### src/hw/capture_group_pkg.sv
// constants and types shared by the capture channel and its group interrupt logic
package capture_group_pkg;

    // register indexes; byte address on the bus is four times the index
    localparam logic [31:0] IDX_GROUP_EVENT_FLAGS = 32'hFFFFF408;
    localparam logic [31:0] IDX_GROUP_EVENT_MASK = 32'hFFFFF409;
    localparam logic [31:0] IDX_CAPTURE_CONTROL = 32'hFFFFF433;
    localparam logic [31:0] IDX_CAPTURE_BYTE3 = 32'hFFFFF434;
    localparam logic [31:0] IDX_CAPTURE_BYTE2 = 32'hFFFFF435;
    localparam logic [31:0] IDX_CAPTURE_BYTE1 = 32'hFFFFF436;
    localparam logic [31:0] IDX_CAPTURE_BYTE0 = 32'hFFFFF437;

    // capture control field positions
    localparam int CTRL_FILTER_BIT = 7;
    localparam int CTRL_EDGE_LSB = 0;
    localparam int CTRL_EDGE_MSB = 1;

    // group flag and mask bit positions
    localparam int FLAG_CAP4_BIT = 0;
    localparam int FLAG_CAP5_BIT = 1;
    localparam int FLAG_CAP6_BIT = 2;
    localparam int FLAG_CAP7_BIT = 3;
    localparam int FLAG_TIMEBASE_BIT = 4;
    localparam int FLAG_WIDTH = 5;

    // reset values
    localparam logic [7:0] CTRL_RESET = 8'h00;
    localparam logic [4:0] FLAGS_RESET = 5'h00;
    localparam logic [4:0] MASK_RESET = 5'h00;

    // edge select encodings
    localparam logic [1:0] EDGE_NONE = 2'h0;
    localparam logic [1:0] EDGE_RISE = 2'h1;
    localparam logic [1:0] EDGE_FALL = 2'h2;
    localparam logic [1:0] EDGE_BOTH = 2'h3;

    // noise filter: pulses shorter than this many system clock periods are dropped
    localparam int CLK_PERIOD_NS = 40;
    localparam int FILTER_PERIODS = 4;
    localparam int FILTER_CYCLES = FILTER_PERIODS;

    typedef struct packed {
        logic filter_en;
        logic [4:0] unused;
        logic [1:0] edge_sel;
    } capture_ctrl_t;

    typedef struct packed {
        logic timebase;
        logic cap7;
        logic cap6;
        logic cap5;
        logic cap4;
    } group_flags_t;

endpackage

### src/hw/capture_channel_group_irq.sv
// capture channel four with noise filter, edge select and group interrupt flags over apb
//
// How it works
// - edge select zero disables all capture
// - select rising, falling or both edges
// - filter off feeds raw pin to detector
// - filter on drops pulses under four clocks
// - control: filter bit7, edge bits1:0, rest zero
// - selected edge loads counter into capture register
// - capture register has no reset value
// - no capture load while software reads it
// - mask bits four to zero, one masks
// - mask bits seven to five read zero
// - status flags cleared by reading them
// - status bits seven to five read zero
//
// Chosen here: the APB interface to the registers.
`timescale 1ns/1ns
module capture_channel_group_irq #(
    parameter int COUNTER_WIDTH = 32,
    parameter int FILTER_CYCLES = capture_group_pkg::FILTER_CYCLES
) (
    input wire logic pclk,
    input wire logic presetn,
    input wire logic psel,
    input wire logic penable,
    input wire logic pwrite,
    input wire logic [31:0] paddr,
    input wire logic [31:0] pwdata,
    output logic [31:0] prdata,
    output logic pready,
    output logic pslverr,
    input wire logic capture_input_pin,
    input wire logic [COUNTER_WIDTH-1:0] counter_value,
    input wire logic capture_event_five,
    input wire logic capture_event_six,
    input wire logic capture_event_seven,
    input wire logic timebase_interrupt,
    output logic irq
);

    initial begin
        if (COUNTER_WIDTH != 32) begin
            $error("capture register is exactly 32 bits wide");
        end
        if (FILTER_CYCLES < 2 || FILTER_CYCLES > 15) begin
            $error("filter length must lie in 2..15");
        end
    end

    function automatic logic addr_hit(input logic [31:0] addr, input logic [31:0] idx);
        addr_hit = (addr[31:2] == idx[29:0]) && (addr[1:0] == 2'h0);
    endfunction

    ////////////////////////////////////////////////////////////////////////////
    // register bus decode

    logic pready_r;
    logic pslverr_r;
    logic [31:0] prdata_r;
    capture_group_pkg::capture_ctrl_t ctrl_r;
    logic [4:0] flags_r;
    logic [4:0] mask_r;
    logic [31:0] cap_value_r;
    logic irq_r;

    wire sel_flags = addr_hit(paddr, capture_group_pkg::IDX_GROUP_EVENT_FLAGS);
    wire sel_mask = addr_hit(paddr, capture_group_pkg::IDX_GROUP_EVENT_MASK);
    wire sel_ctrl = addr_hit(paddr, capture_group_pkg::IDX_CAPTURE_CONTROL);
    wire sel_b3 = addr_hit(paddr, capture_group_pkg::IDX_CAPTURE_BYTE3);
    wire sel_b2 = addr_hit(paddr, capture_group_pkg::IDX_CAPTURE_BYTE2);
    wire sel_b1 = addr_hit(paddr, capture_group_pkg::IDX_CAPTURE_BYTE1);
    wire sel_b0 = addr_hit(paddr, capture_group_pkg::IDX_CAPTURE_BYTE0);
    wire sel_cap = sel_b3 | sel_b2 | sel_b1 | sel_b0;
    wire addr_ok = sel_flags | sel_mask | sel_ctrl | sel_cap;

    // one wait state: read data is registered on the same edge that pready rises
    wire access = psel & penable;
    wire access_first = access & ~pready_r;
    wire done = access & pready_r;
    wire wr_done = done & pwrite & ~pslverr_r;
    wire rd_done = done & ~pwrite & ~pslverr_r;

    wire [7:0] ctrl_rd = {ctrl_r.filter_en, 5'h00, ctrl_r.edge_sel};
    wire [7:0] flags_rd = {3'h0, flags_r};
    wire [7:0] mask_rd = {3'h0, mask_r};

    wire [7:0] rd_byte = sel_flags ? flags_rd :
                         sel_mask ? mask_rd :
                         sel_ctrl ? ctrl_rd :
                         sel_b3 ? cap_value_r[31:24] :
                         sel_b2 ? cap_value_r[23:16] :
                         sel_b1 ? cap_value_r[15:8] :
                         sel_b0 ? cap_value_r[7:0] : 8'h00;

    always_ff @(posedge pclk or negedge presetn) begin
        if (!presetn) begin
            pready_r <= 1'b0;
            pslverr_r <= 1'b0;
            prdata_r <= 32'h00000000;
        end else if (access_first) begin
            pready_r <= 1'b1;
            pslverr_r <= ~addr_ok;
            prdata_r <= pwrite ? 32'h00000000 : {24'h000000, rd_byte};
        end else begin
            pready_r <= 1'b0;
            pslverr_r <= 1'b0;
        end
    end

    assign prdata = prdata_r;
    assign pready = pready_r;
    assign pslverr = pslverr_r;

    ////////////////////////////////////////////////////////////////////////////
    // control and mask registers

    always_ff @(posedge pclk or negedge presetn) begin
        if (!presetn) begin
            ctrl_r <= capture_group_pkg::CTRL_RESET;
        end else if (wr_done && sel_ctrl) begin
            ctrl_r.filter_en <= pwdata[capture_group_pkg::CTRL_FILTER_BIT];
            ctrl_r.unused <= 5'h00;
            ctrl_r.edge_sel <= pwdata[capture_group_pkg::CTRL_EDGE_MSB:capture_group_pkg::CTRL_EDGE_LSB];
        end
    end

    always_ff @(posedge pclk or negedge presetn) begin
        if (!presetn) begin
            mask_r <= capture_group_pkg::MASK_RESET;
        end else if (wr_done && sel_mask) begin
            mask_r <= pwdata[capture_group_pkg::FLAG_WIDTH-1:0];
        end
    end

    ////////////////////////////////////////////////////////////////////////////
    // noise filter and edge detection

    logic filt_r;
    logic [3:0] filt_cnt_r;
    logic lvl_prev_r;

    wire pin_differs = capture_input_pin ^ filt_r;
    wire filt_flip = pin_differs && (filt_cnt_r == 4'(FILTER_CYCLES - 1));

    // level must hold for the full filter length before it is accepted
    always_ff @(posedge pclk or negedge presetn) begin
        if (!presetn) begin
            filt_r <= 1'b0;
            filt_cnt_r <= 4'h0;
        end else if (!pin_differs || filt_flip) begin
            filt_r <= filt_flip ? capture_input_pin : filt_r;
            filt_cnt_r <= 4'h0;
        end else begin
            filt_cnt_r <= filt_cnt_r + 4'h1;
        end
    end

    // raw pin when filter is off
    wire trig_level = ctrl_r.filter_en ? filt_r : capture_input_pin;

    always_ff @(posedge pclk or negedge presetn) begin
        if (!presetn) begin
            lvl_prev_r <= 1'b0;
        end else begin
            lvl_prev_r <= trig_level;
        end
    end

    wire rise = trig_level & ~lvl_prev_r;
    wire fall = ~trig_level & lvl_prev_r;

    wire trigger = ((ctrl_r.edge_sel == capture_group_pkg::EDGE_RISE) & rise) |
                   ((ctrl_r.edge_sel == capture_group_pkg::EDGE_FALL) & fall) |
                   ((ctrl_r.edge_sel == capture_group_pkg::EDGE_BOTH) & (rise | fall));

    ////////////////////////////////////////////////////////////////////////////
    // capture register

    // hold the value from setup to completion of any capture byte read
    wire suppress = psel & ~pwrite & sel_cap;
    wire cap_load = trigger & ~suppress;

    // no reset: content is undefined until the first capture
    // latch counter on the chosen edge
    always_ff @(posedge pclk) begin
        if (cap_load) begin
            cap_value_r <= counter_value;
        end
    end

    ////////////////////////////////////////////////////////////////////////////
    // group flags and interrupt

    // a trigger that lands in a read window still flags, only the load is held off
    wire [4:0] flag_set = {timebase_interrupt, capture_event_seven, capture_event_six, capture_event_five, trigger};
    // only the bits actually returned are cleared, so an event after sampling survives
    wire [4:0] flag_clr = (rd_done && sel_flags) ? prdata_r[4:0] :
                          (wr_done && sel_flags) ? pwdata[4:0] : 5'h00;

    always_ff @(posedge pclk or negedge presetn) begin
        if (!presetn) begin
            flags_r <= capture_group_pkg::FLAGS_RESET;
        end else begin
            flags_r <= (flags_r & ~flag_clr) | flag_set;
        end
    end

    always_ff @(posedge pclk or negedge presetn) begin
        if (!presetn) begin
            irq_r <= 1'b0;
        end else begin
            irq_r <= |(flags_r & ~mask_r);
        end
    end

    assign irq = irq_r;

    ////////////////////////////////////////////////////////////////////////////
    // assertions

    a_off_no_load: assert property (@(posedge pclk) disable iff (!presetn)
        (ctrl_r.edge_sel == capture_group_pkg::EDGE_NONE) && (rise || fall) |=> $stable(cap_value_r))
        else $error("capture register changed with capture disabled");

    a_rise_loads: assert property (@(posedge pclk) disable iff (!presetn)
        (ctrl_r.edge_sel == capture_group_pkg::EDGE_RISE) && rise && !suppress
        |=> cap_value_r == $past(counter_value))
        else $error("rising edge did not load counter");

    a_fall_loads: assert property (@(posedge pclk) disable iff (!presetn)
        (ctrl_r.edge_sel == capture_group_pkg::EDGE_FALL) && fall && !suppress
        |=> cap_value_r == $past(counter_value))
        else $error("falling edge did not load counter");

    a_rise_ignored: assert property (@(posedge pclk) disable iff (!presetn)
        (ctrl_r.edge_sel == capture_group_pkg::EDGE_FALL) && rise |-> !trigger)
        else $error("rising edge triggered in falling mode");

    a_raw_path: assert property (@(posedge pclk) disable iff (!presetn)
        $past(!ctrl_r.filter_en) && !ctrl_r.filter_en && $rose(capture_input_pin)
        && (ctrl_r.edge_sel == capture_group_pkg::EDGE_BOTH) && !suppress
        |=> cap_value_r == $past(counter_value))
        else $error("raw input edge not captured");

    a_filter_hold: assert property (@(posedge pclk) disable iff (!presetn)
        $rose(filt_r) |-> $past(capture_input_pin, 1) && $past(capture_input_pin, 2)
        && $past(capture_input_pin, 3) && $past(capture_input_pin, 4))
        else $error("filter accepted a short high pulse");

    a_read_freeze: assert property (@(posedge pclk) disable iff (!presetn)
        suppress |=> $stable(cap_value_r))
        else $error("capture register loaded during a read");

    a_ctrl_zero: assert property (@(posedge pclk) disable iff (!presetn)
        $rose(pready_r) && !pwrite && sel_ctrl |-> prdata_r[6:2] == 5'h00 && prdata_r[31:8] == 24'h000000)
        else $error("unused control bits read nonzero");

    a_group_zero: assert property (@(posedge pclk) disable iff (!presetn)
        $rose(pready_r) && !pwrite && (sel_flags || sel_mask) |-> prdata_r[7:5] == 3'h0)
        else $error("unused group bits read nonzero");

    a_read_clears: assert property (@(posedge pclk) disable iff (!presetn)
        rd_done && sel_flags |=> (flags_r & $past(prdata_r[4:0]) & ~$past(flag_set)) == 5'h00)
        else $error("status read did not clear returned flags");

    a_irq_follow: assert property (@(posedge pclk) disable iff (!presetn)
        |(flags_r & ~mask_r) |=> irq ##0 (flags_r != 5'h00 || $past(flag_clr) != 5'h00))
        else $error("unmasked flag failed to raise interrupt");

    a_mask_blocks: assert property (@(posedge pclk) disable iff (!presetn)
        (flags_r & ~mask_r) == 5'h00 |=> !irq)
        else $error("interrupt raised while all flags masked");

    // edge decode checked per mode, so a swapped select code shows at once
    a_none_quiet: assert property (@(posedge pclk) disable iff (!presetn)
        (ctrl_r.edge_sel == capture_group_pkg::EDGE_NONE) |-> !trigger)
        else $error("trigger seen with capture disabled");

    a_fall_ignored: assert property (@(posedge pclk) disable iff (!presetn)
        (ctrl_r.edge_sel == capture_group_pkg::EDGE_RISE) && fall |-> !trigger)
        else $error("falling edge triggered in rising mode");

    a_both_edges: assert property (@(posedge pclk) disable iff (!presetn)
        (ctrl_r.edge_sel == capture_group_pkg::EDGE_BOTH) && (rise || fall) |-> trigger)
        else $error("edge missed in both-edge mode");

    a_rise_triggers: assert property (@(posedge pclk) disable iff (!presetn)
        (ctrl_r.edge_sel == capture_group_pkg::EDGE_RISE) && rise |-> trigger)
        else $error("rising edge missed in rising mode");

    a_fall_triggers: assert property (@(posedge pclk) disable iff (!presetn)
        (ctrl_r.edge_sel == capture_group_pkg::EDGE_FALL) && fall |-> trigger)
        else $error("falling edge missed in falling mode");

    a_raw_fall: assert property (@(posedge pclk) disable iff (!presetn)
        $past(!ctrl_r.filter_en) && !ctrl_r.filter_en && $fell(capture_input_pin)
        && (ctrl_r.edge_sel == capture_group_pkg::EDGE_BOTH) && !suppress
        |=> cap_value_r == $past(counter_value))
        else $error("raw falling edge not captured");

    a_raw_level: assert property (@(posedge pclk) disable iff (!presetn)
        !ctrl_r.filter_en |-> trig_level == capture_input_pin)
        else $error("raw path does not follow the pin");

    a_filter_low: assert property (@(posedge pclk) disable iff (!presetn)
        $fell(filt_r) |-> !$past(capture_input_pin, 1) && !$past(capture_input_pin, 2)
        && !$past(capture_input_pin, 3) && !$past(capture_input_pin, 4))
        else $error("filter accepted a short low pulse");

    a_filter_level: assert property (@(posedge pclk) disable iff (!presetn)
        ctrl_r.filter_en |-> trig_level == filt_r)
        else $error("filtered path bypassed");

    a_filter_count: assert property (@(posedge pclk) disable iff (!presetn)
        filt_cnt_r < 4'(FILTER_CYCLES))
        else $error("filter counter ran past its length");

    a_ctrl_unused: assert property (@(posedge pclk) disable iff (!presetn)
        ctrl_r.unused == 5'h00)
        else $error("unused control bits hold a one");

    a_ctrl_write: assert property (@(posedge pclk) disable iff (!presetn)
        wr_done && sel_ctrl |=> ctrl_r.edge_sel == $past(pwdata[1:0])
        && ctrl_r.filter_en == $past(pwdata[capture_group_pkg::CTRL_FILTER_BIT]))
        else $error("control write did not land");

    a_cap_no_write: assert property (@(posedge pclk) disable iff (!presetn)
        wr_done && sel_cap && !cap_load |=> $stable(cap_value_r))
        else $error("write changed the read-only capture register");

    a_both_loads: assert property (@(posedge pclk) disable iff (!presetn)
        (ctrl_r.edge_sel == capture_group_pkg::EDGE_BOTH) && (rise || fall) && !suppress
        |=> cap_value_r == $past(counter_value))
        else $error("edge did not load counter in both-edge mode");

    a_read_no_load: assert property (@(posedge pclk) disable iff (!presetn)
        suppress |-> !cap_load)
        else $error("load enabled during a capture read");

    a_mask_write: assert property (@(posedge pclk) disable iff (!presetn)
        wr_done && sel_mask |=> mask_r == $past(pwdata[4:0]))
        else $error("mask write did not land");

    a_mask_read_zero: assert property (@(posedge pclk) disable iff (!presetn)
        $rose(pready_r) && !pwrite && sel_mask |-> prdata_r[7:5] == 3'h0)
        else $error("unused mask bits read nonzero");

    a_flags_hold: assert property (@(posedge pclk) disable iff (!presetn)
        flag_clr == 5'h00 && flag_set == 5'h00 |=> $stable(flags_r))
        else $error("status flags changed with no event or clear");

    a_tb_flag: assert property (@(posedge pclk) disable iff (!presetn)
        timebase_interrupt |=> flags_r[capture_group_pkg::FLAG_TIMEBASE_BIT])
        else $error("time-base event did not set its flag");

    a_upper_zero: assert property (@(posedge pclk) disable iff (!presetn)
        $rose(pready_r) && !pwrite |-> prdata_r[31:8] == 24'h000000)
        else $error("read data above bit seven nonzero");

    a_cap_flag: assert property (@(posedge pclk) disable iff (!presetn)
        trigger |=> flags_r[capture_group_pkg::FLAG_CAP4_BIT])
        else $error("capture event did not set its flag");

    a_ev_flags: assert property (@(posedge pclk) disable iff (!presetn)
        (capture_event_five || capture_event_six || capture_event_seven)
        |=> (flags_r[3:1] & $past({capture_event_seven, capture_event_six, capture_event_five}))
        == $past({capture_event_seven, capture_event_six, capture_event_five}))
        else $error("group event did not set its flag");

endmodule // capture_channel_group_irq

### config.mk
export PLATFORM = sky130hd
export DESIGN_NAME = capture_channel_group_irq
export DESIGN_NICKNAME = d
export VERILOG_FILES = /design/src/hw/capture_group_pkg.sv /design/src/hw/capture_channel_group_irq.sv
export SDC_FILE = /design/constraint.sdc
export NUM_CORES = 1
export LEC_CHECK = 0
export BUFFER_PORTS_ARGS = -buffer_cell sky130_fd_sc_hd__buf_2
export CAP_MARGIN = 20
export CORE_AREA = 2 2 103 105
export CTS_CLUSTER_DIAMETER = 200
export DETAILED_ROUTE_END_ITERATION = 8
export DIE_AREA = 0 0 105 107
export PLACE_DENSITY_LB_ADDON = 0.05
export SYNTH_ARGS = -nofsm -noshare
export SYNTH_HDL_FRONTEND = slang
export SYNTH_SLANG_ARGS = --single-unit
### constraint.sdc
create_clock -name pclk -period 3.6 [get_ports pclk]
set_input_delay 0.72 -clock pclk [delete_from_list [all_inputs] [get_ports pclk]]
set_output_delay 0.72 -clock pclk [all_outputs]
set_load 0.02 [all_outputs]
==> out/qor.yml <==
sta:
  slew_violations: 0
  fin_crit_sh_pct: 70.44
  finalSetupViolCount: 0
  rsz0062_at_grt: "no"
  fmax_ghz: 0.3943
  period_minus_slack_ns: 2.536
  hold_viol: 0
  skew_ns: 0.003480
  slew_headroom_pct: 43.65
  max_slew.worst_pin.slew_ns: 0.8239
  tns_ns: 0
drt:
  dr_total_vias: 2098
  drt_first_pass_iters: 4
  ant_nets: 0
  viasPerCell: 4.398
  drc: 0
  totalWireLength_um: 6938
  wl_per_cell_um: 14.55
  drt_iter0_markers: 45
synth:
  synth_top_area_share_pct: 32.39
  ys.flop_type: "edfxtp_1"
  ys_types: 45
  ys_seq_area_share_pct: 57.70
  yosys_warnings: 0
  synthArstFlopShare_pct: 48.39
  syn_inst: 242
  synth_area_per_cell_um2: 12.26
  synth_edf_count: 32
  synth_area_leaders: "edfxtp_1 32%, dfrtp_1 25%, buf_4 6.3%, mux2_2 3.4%, mux4_2 3.0%"
  ys_ff_latch: 62
  yosys.area.top_type: "edfxtp_1"
  syn_area_mm2: 0.002967
place:
  portBuffers: 90
  gp_congestion: 0.7101
  hpwl_um: 5184
  post_dp_cell_area_mm2: 0.003518
finish:
  layout_common_cells: "90 x buf_2, 32 x edfxtp_1, 30 x dfrtp_1"
  area_delta_synth_final_pct: 25.26
  num-fill-cells: 1050
  final_layout_size_suffix_gt1_share_pct: 37.24
  stdcell_area_mm2: 0.003716
  n_antenna_cell: 0
  final_common_cell: "buf_2"
  layout.nets: 445
critical_path:
  cp.required_ns: 3.70
  max_stage_delay_ns: 0.57
  cp_slowest_cell: "or4_4"
  crit_buf_inv: 3
  cpLargestDelayFamily: "simple AND/OR/NAND/NOR gates"
  critPathKind: "primary input to flip-flop"
  reg2reg_depth: 6
  start_kind: "primary input"
  reg2reg_from: "ctrl_r[7]$_DFFE_PN0P_"
  worstReg2RegEnd: "cap_value_r[26]$_DFFE_PP_"
  crit_arrival_ns: 2.64
  r2r_slack_ns: 1.31
  worstPathMaxFanout: 20
  critical_path.endpoint_type: "flip-flop"
  cp_cell_sequence: "buf_2 > or4_4 > nor3b_1 > buf_4 > a41oi_4 > buf_16"
floorplan:
  num_rows: 37
  die_x_um: 105
  coreArea_mm2: 0.01009
  dieArea_mm2: 0.01124
  die_y_um: 107
  io_pins: 141
  initial_core_util_pct: 29.39
global_route:
  grt_pass1_wl_um: 11300
  grtUsageTotal_pct: 13.30
  antenna_found_initial: 0
  grt_max_degree: 31
  grt-ovfl-total: 0
  grt_pass1_vias: 2160
pwr:
  pwr_density_cell_mw_per_mm2: 417.0
  p_leak_uw: 0.001658
  vdd_drop_max_v: 0.0002147
clocking:
  cts_buffer_depth: 2
  insertion_delay_ns: 0.34
  post_cts_buffers: 0
  h-tree-depth: 3
  cts_resized: 0
  cts_tree: "yes"
  cts_hold_buf: 0
  root_buffer: "clkbuf_8"
  clock_sinks: 62
  cts.clk_slew.worst_paths_ns: 0.07
  cts_buffers: 9
flow_run:
  cap_violations: 0
hold_path:
  hp-class: "primary input to async pin"
outcome:
  outcome: "complete, no violations"
-- how the worst max path moves through the flow --
stage                       from                   endpoint  depth (start not counted)
3_5_place_dp            paddr[9]  cap_value_r[19]$_DFFE_PP_                          6
6_report                paddr[9]  cap_value_r[26]$_DFFE_PP_                          6
5_1_grt                 paddr[9]  cap_value_r[18]$_DFFE_PP_                          6
3_3_place_gp            paddr[9]  cap_value_r[19]$_DFFE_PP_                          5
4_1_cts                 paddr[9]  cap_value_r[26]$_DFFE_PP_                          6
2_1_floorplan  capture_input_pin   cap_value_r[0]$_DFFE_PP_                          5
-- synthesized netlist by cell type (2+ instances only) --
master	instances
a21o_1	4
a21oi_1	11
a22o_1	4
a32oi_1	2
and3_1	4
and4_1	3
buf_2	2
buf_4	25
clkbuf_1	6
dfrtp_1	30
edfxtp_1	32
ha_1	3
inv_1	12
mux2_1	5
mux2_2	9
mux2i_1	7
mux4_2	4
nand2_1	13
nand2b_1	2
nand3_1	7
nand4_1	4
nor2_1	15
nor3_1	3
o2111ai_1	2
o21a_1	2
o21ai_0	8
o31ai_1	3
or3_1	2
xor2_1	2
-- registers in the layout, summed over array words and instances, names as in the netlist, 3 cells and up --
signal and cells:
cap_value_r 32, ctrl_r 3, filt_cnt_r 4, flags_r 5
mask_r 5, prdata 8
-- final cells by class --
type / instances / area (um2) / share of cell area [%]
inverters: 13 / 48.80 / 1.313
clock inverters: 7 / 73.82 / 1.987
well taps: 136 / 170.2 / 4.579
flip-flops and latches: 62 / 1712 / 46.06
repair buffers: 94 / 500.5 / 13.47
clock buffers: 9 / 123.9 / 3.333
multi-input cells: 156 / 1087 / 29.26
-- layer usage --
| layer | track usage (%) | part of all wire, % |
|---|---|---|
| met1 | 17.37 | 46 |
| met2 | 20.45 | 47 |
| met3 | 4.195 | 5.7 |
| met4 | 5.524 | 1.6 |
| met5 | 0 | 0 |
-- through the flow --
stage	hold WS, ns	power, uW	setup slack [ns]	cells	util, %
2_1_floorplan	0.4244	902.2	0.1313	265	-
3_3_place_gp	0.4580	953.3	0.5581	460	34.59
3_5_place_dp	0.4559	954.6	0.6818	461	34.86
4_1_cts	0.4515	1580	1.035	477	36.82
5_1_grt	0.4770	1630	0.9106	477	36.82
6_report	0.4226	1550	1.064	477	36.82
-- kinds of logic (layout without fill, tap and decap cells) --
kind of cell,count (synthesis),count (layout),share of synthesized area (%)
buffers and inverters,47,123,9.194
multiplexers,25,25,10.71
AND/OR/NAND/NOR,61,61,11.05
flip-flops,62,62,57.70
other,1,24,0.1264
adder cells (fa/ha/maj),3,3,1.265
AO/OA/AOI/OAI,40,40,9.068
XOR/XNOR,3,3,0.8859
-- power by group --
group	internal (uW)	switching, uW	total, uW
combinational	68.2	87.8	156
sequential	766	14.7	781
clock	320	292	613
(Power assumes the default switching activity.)
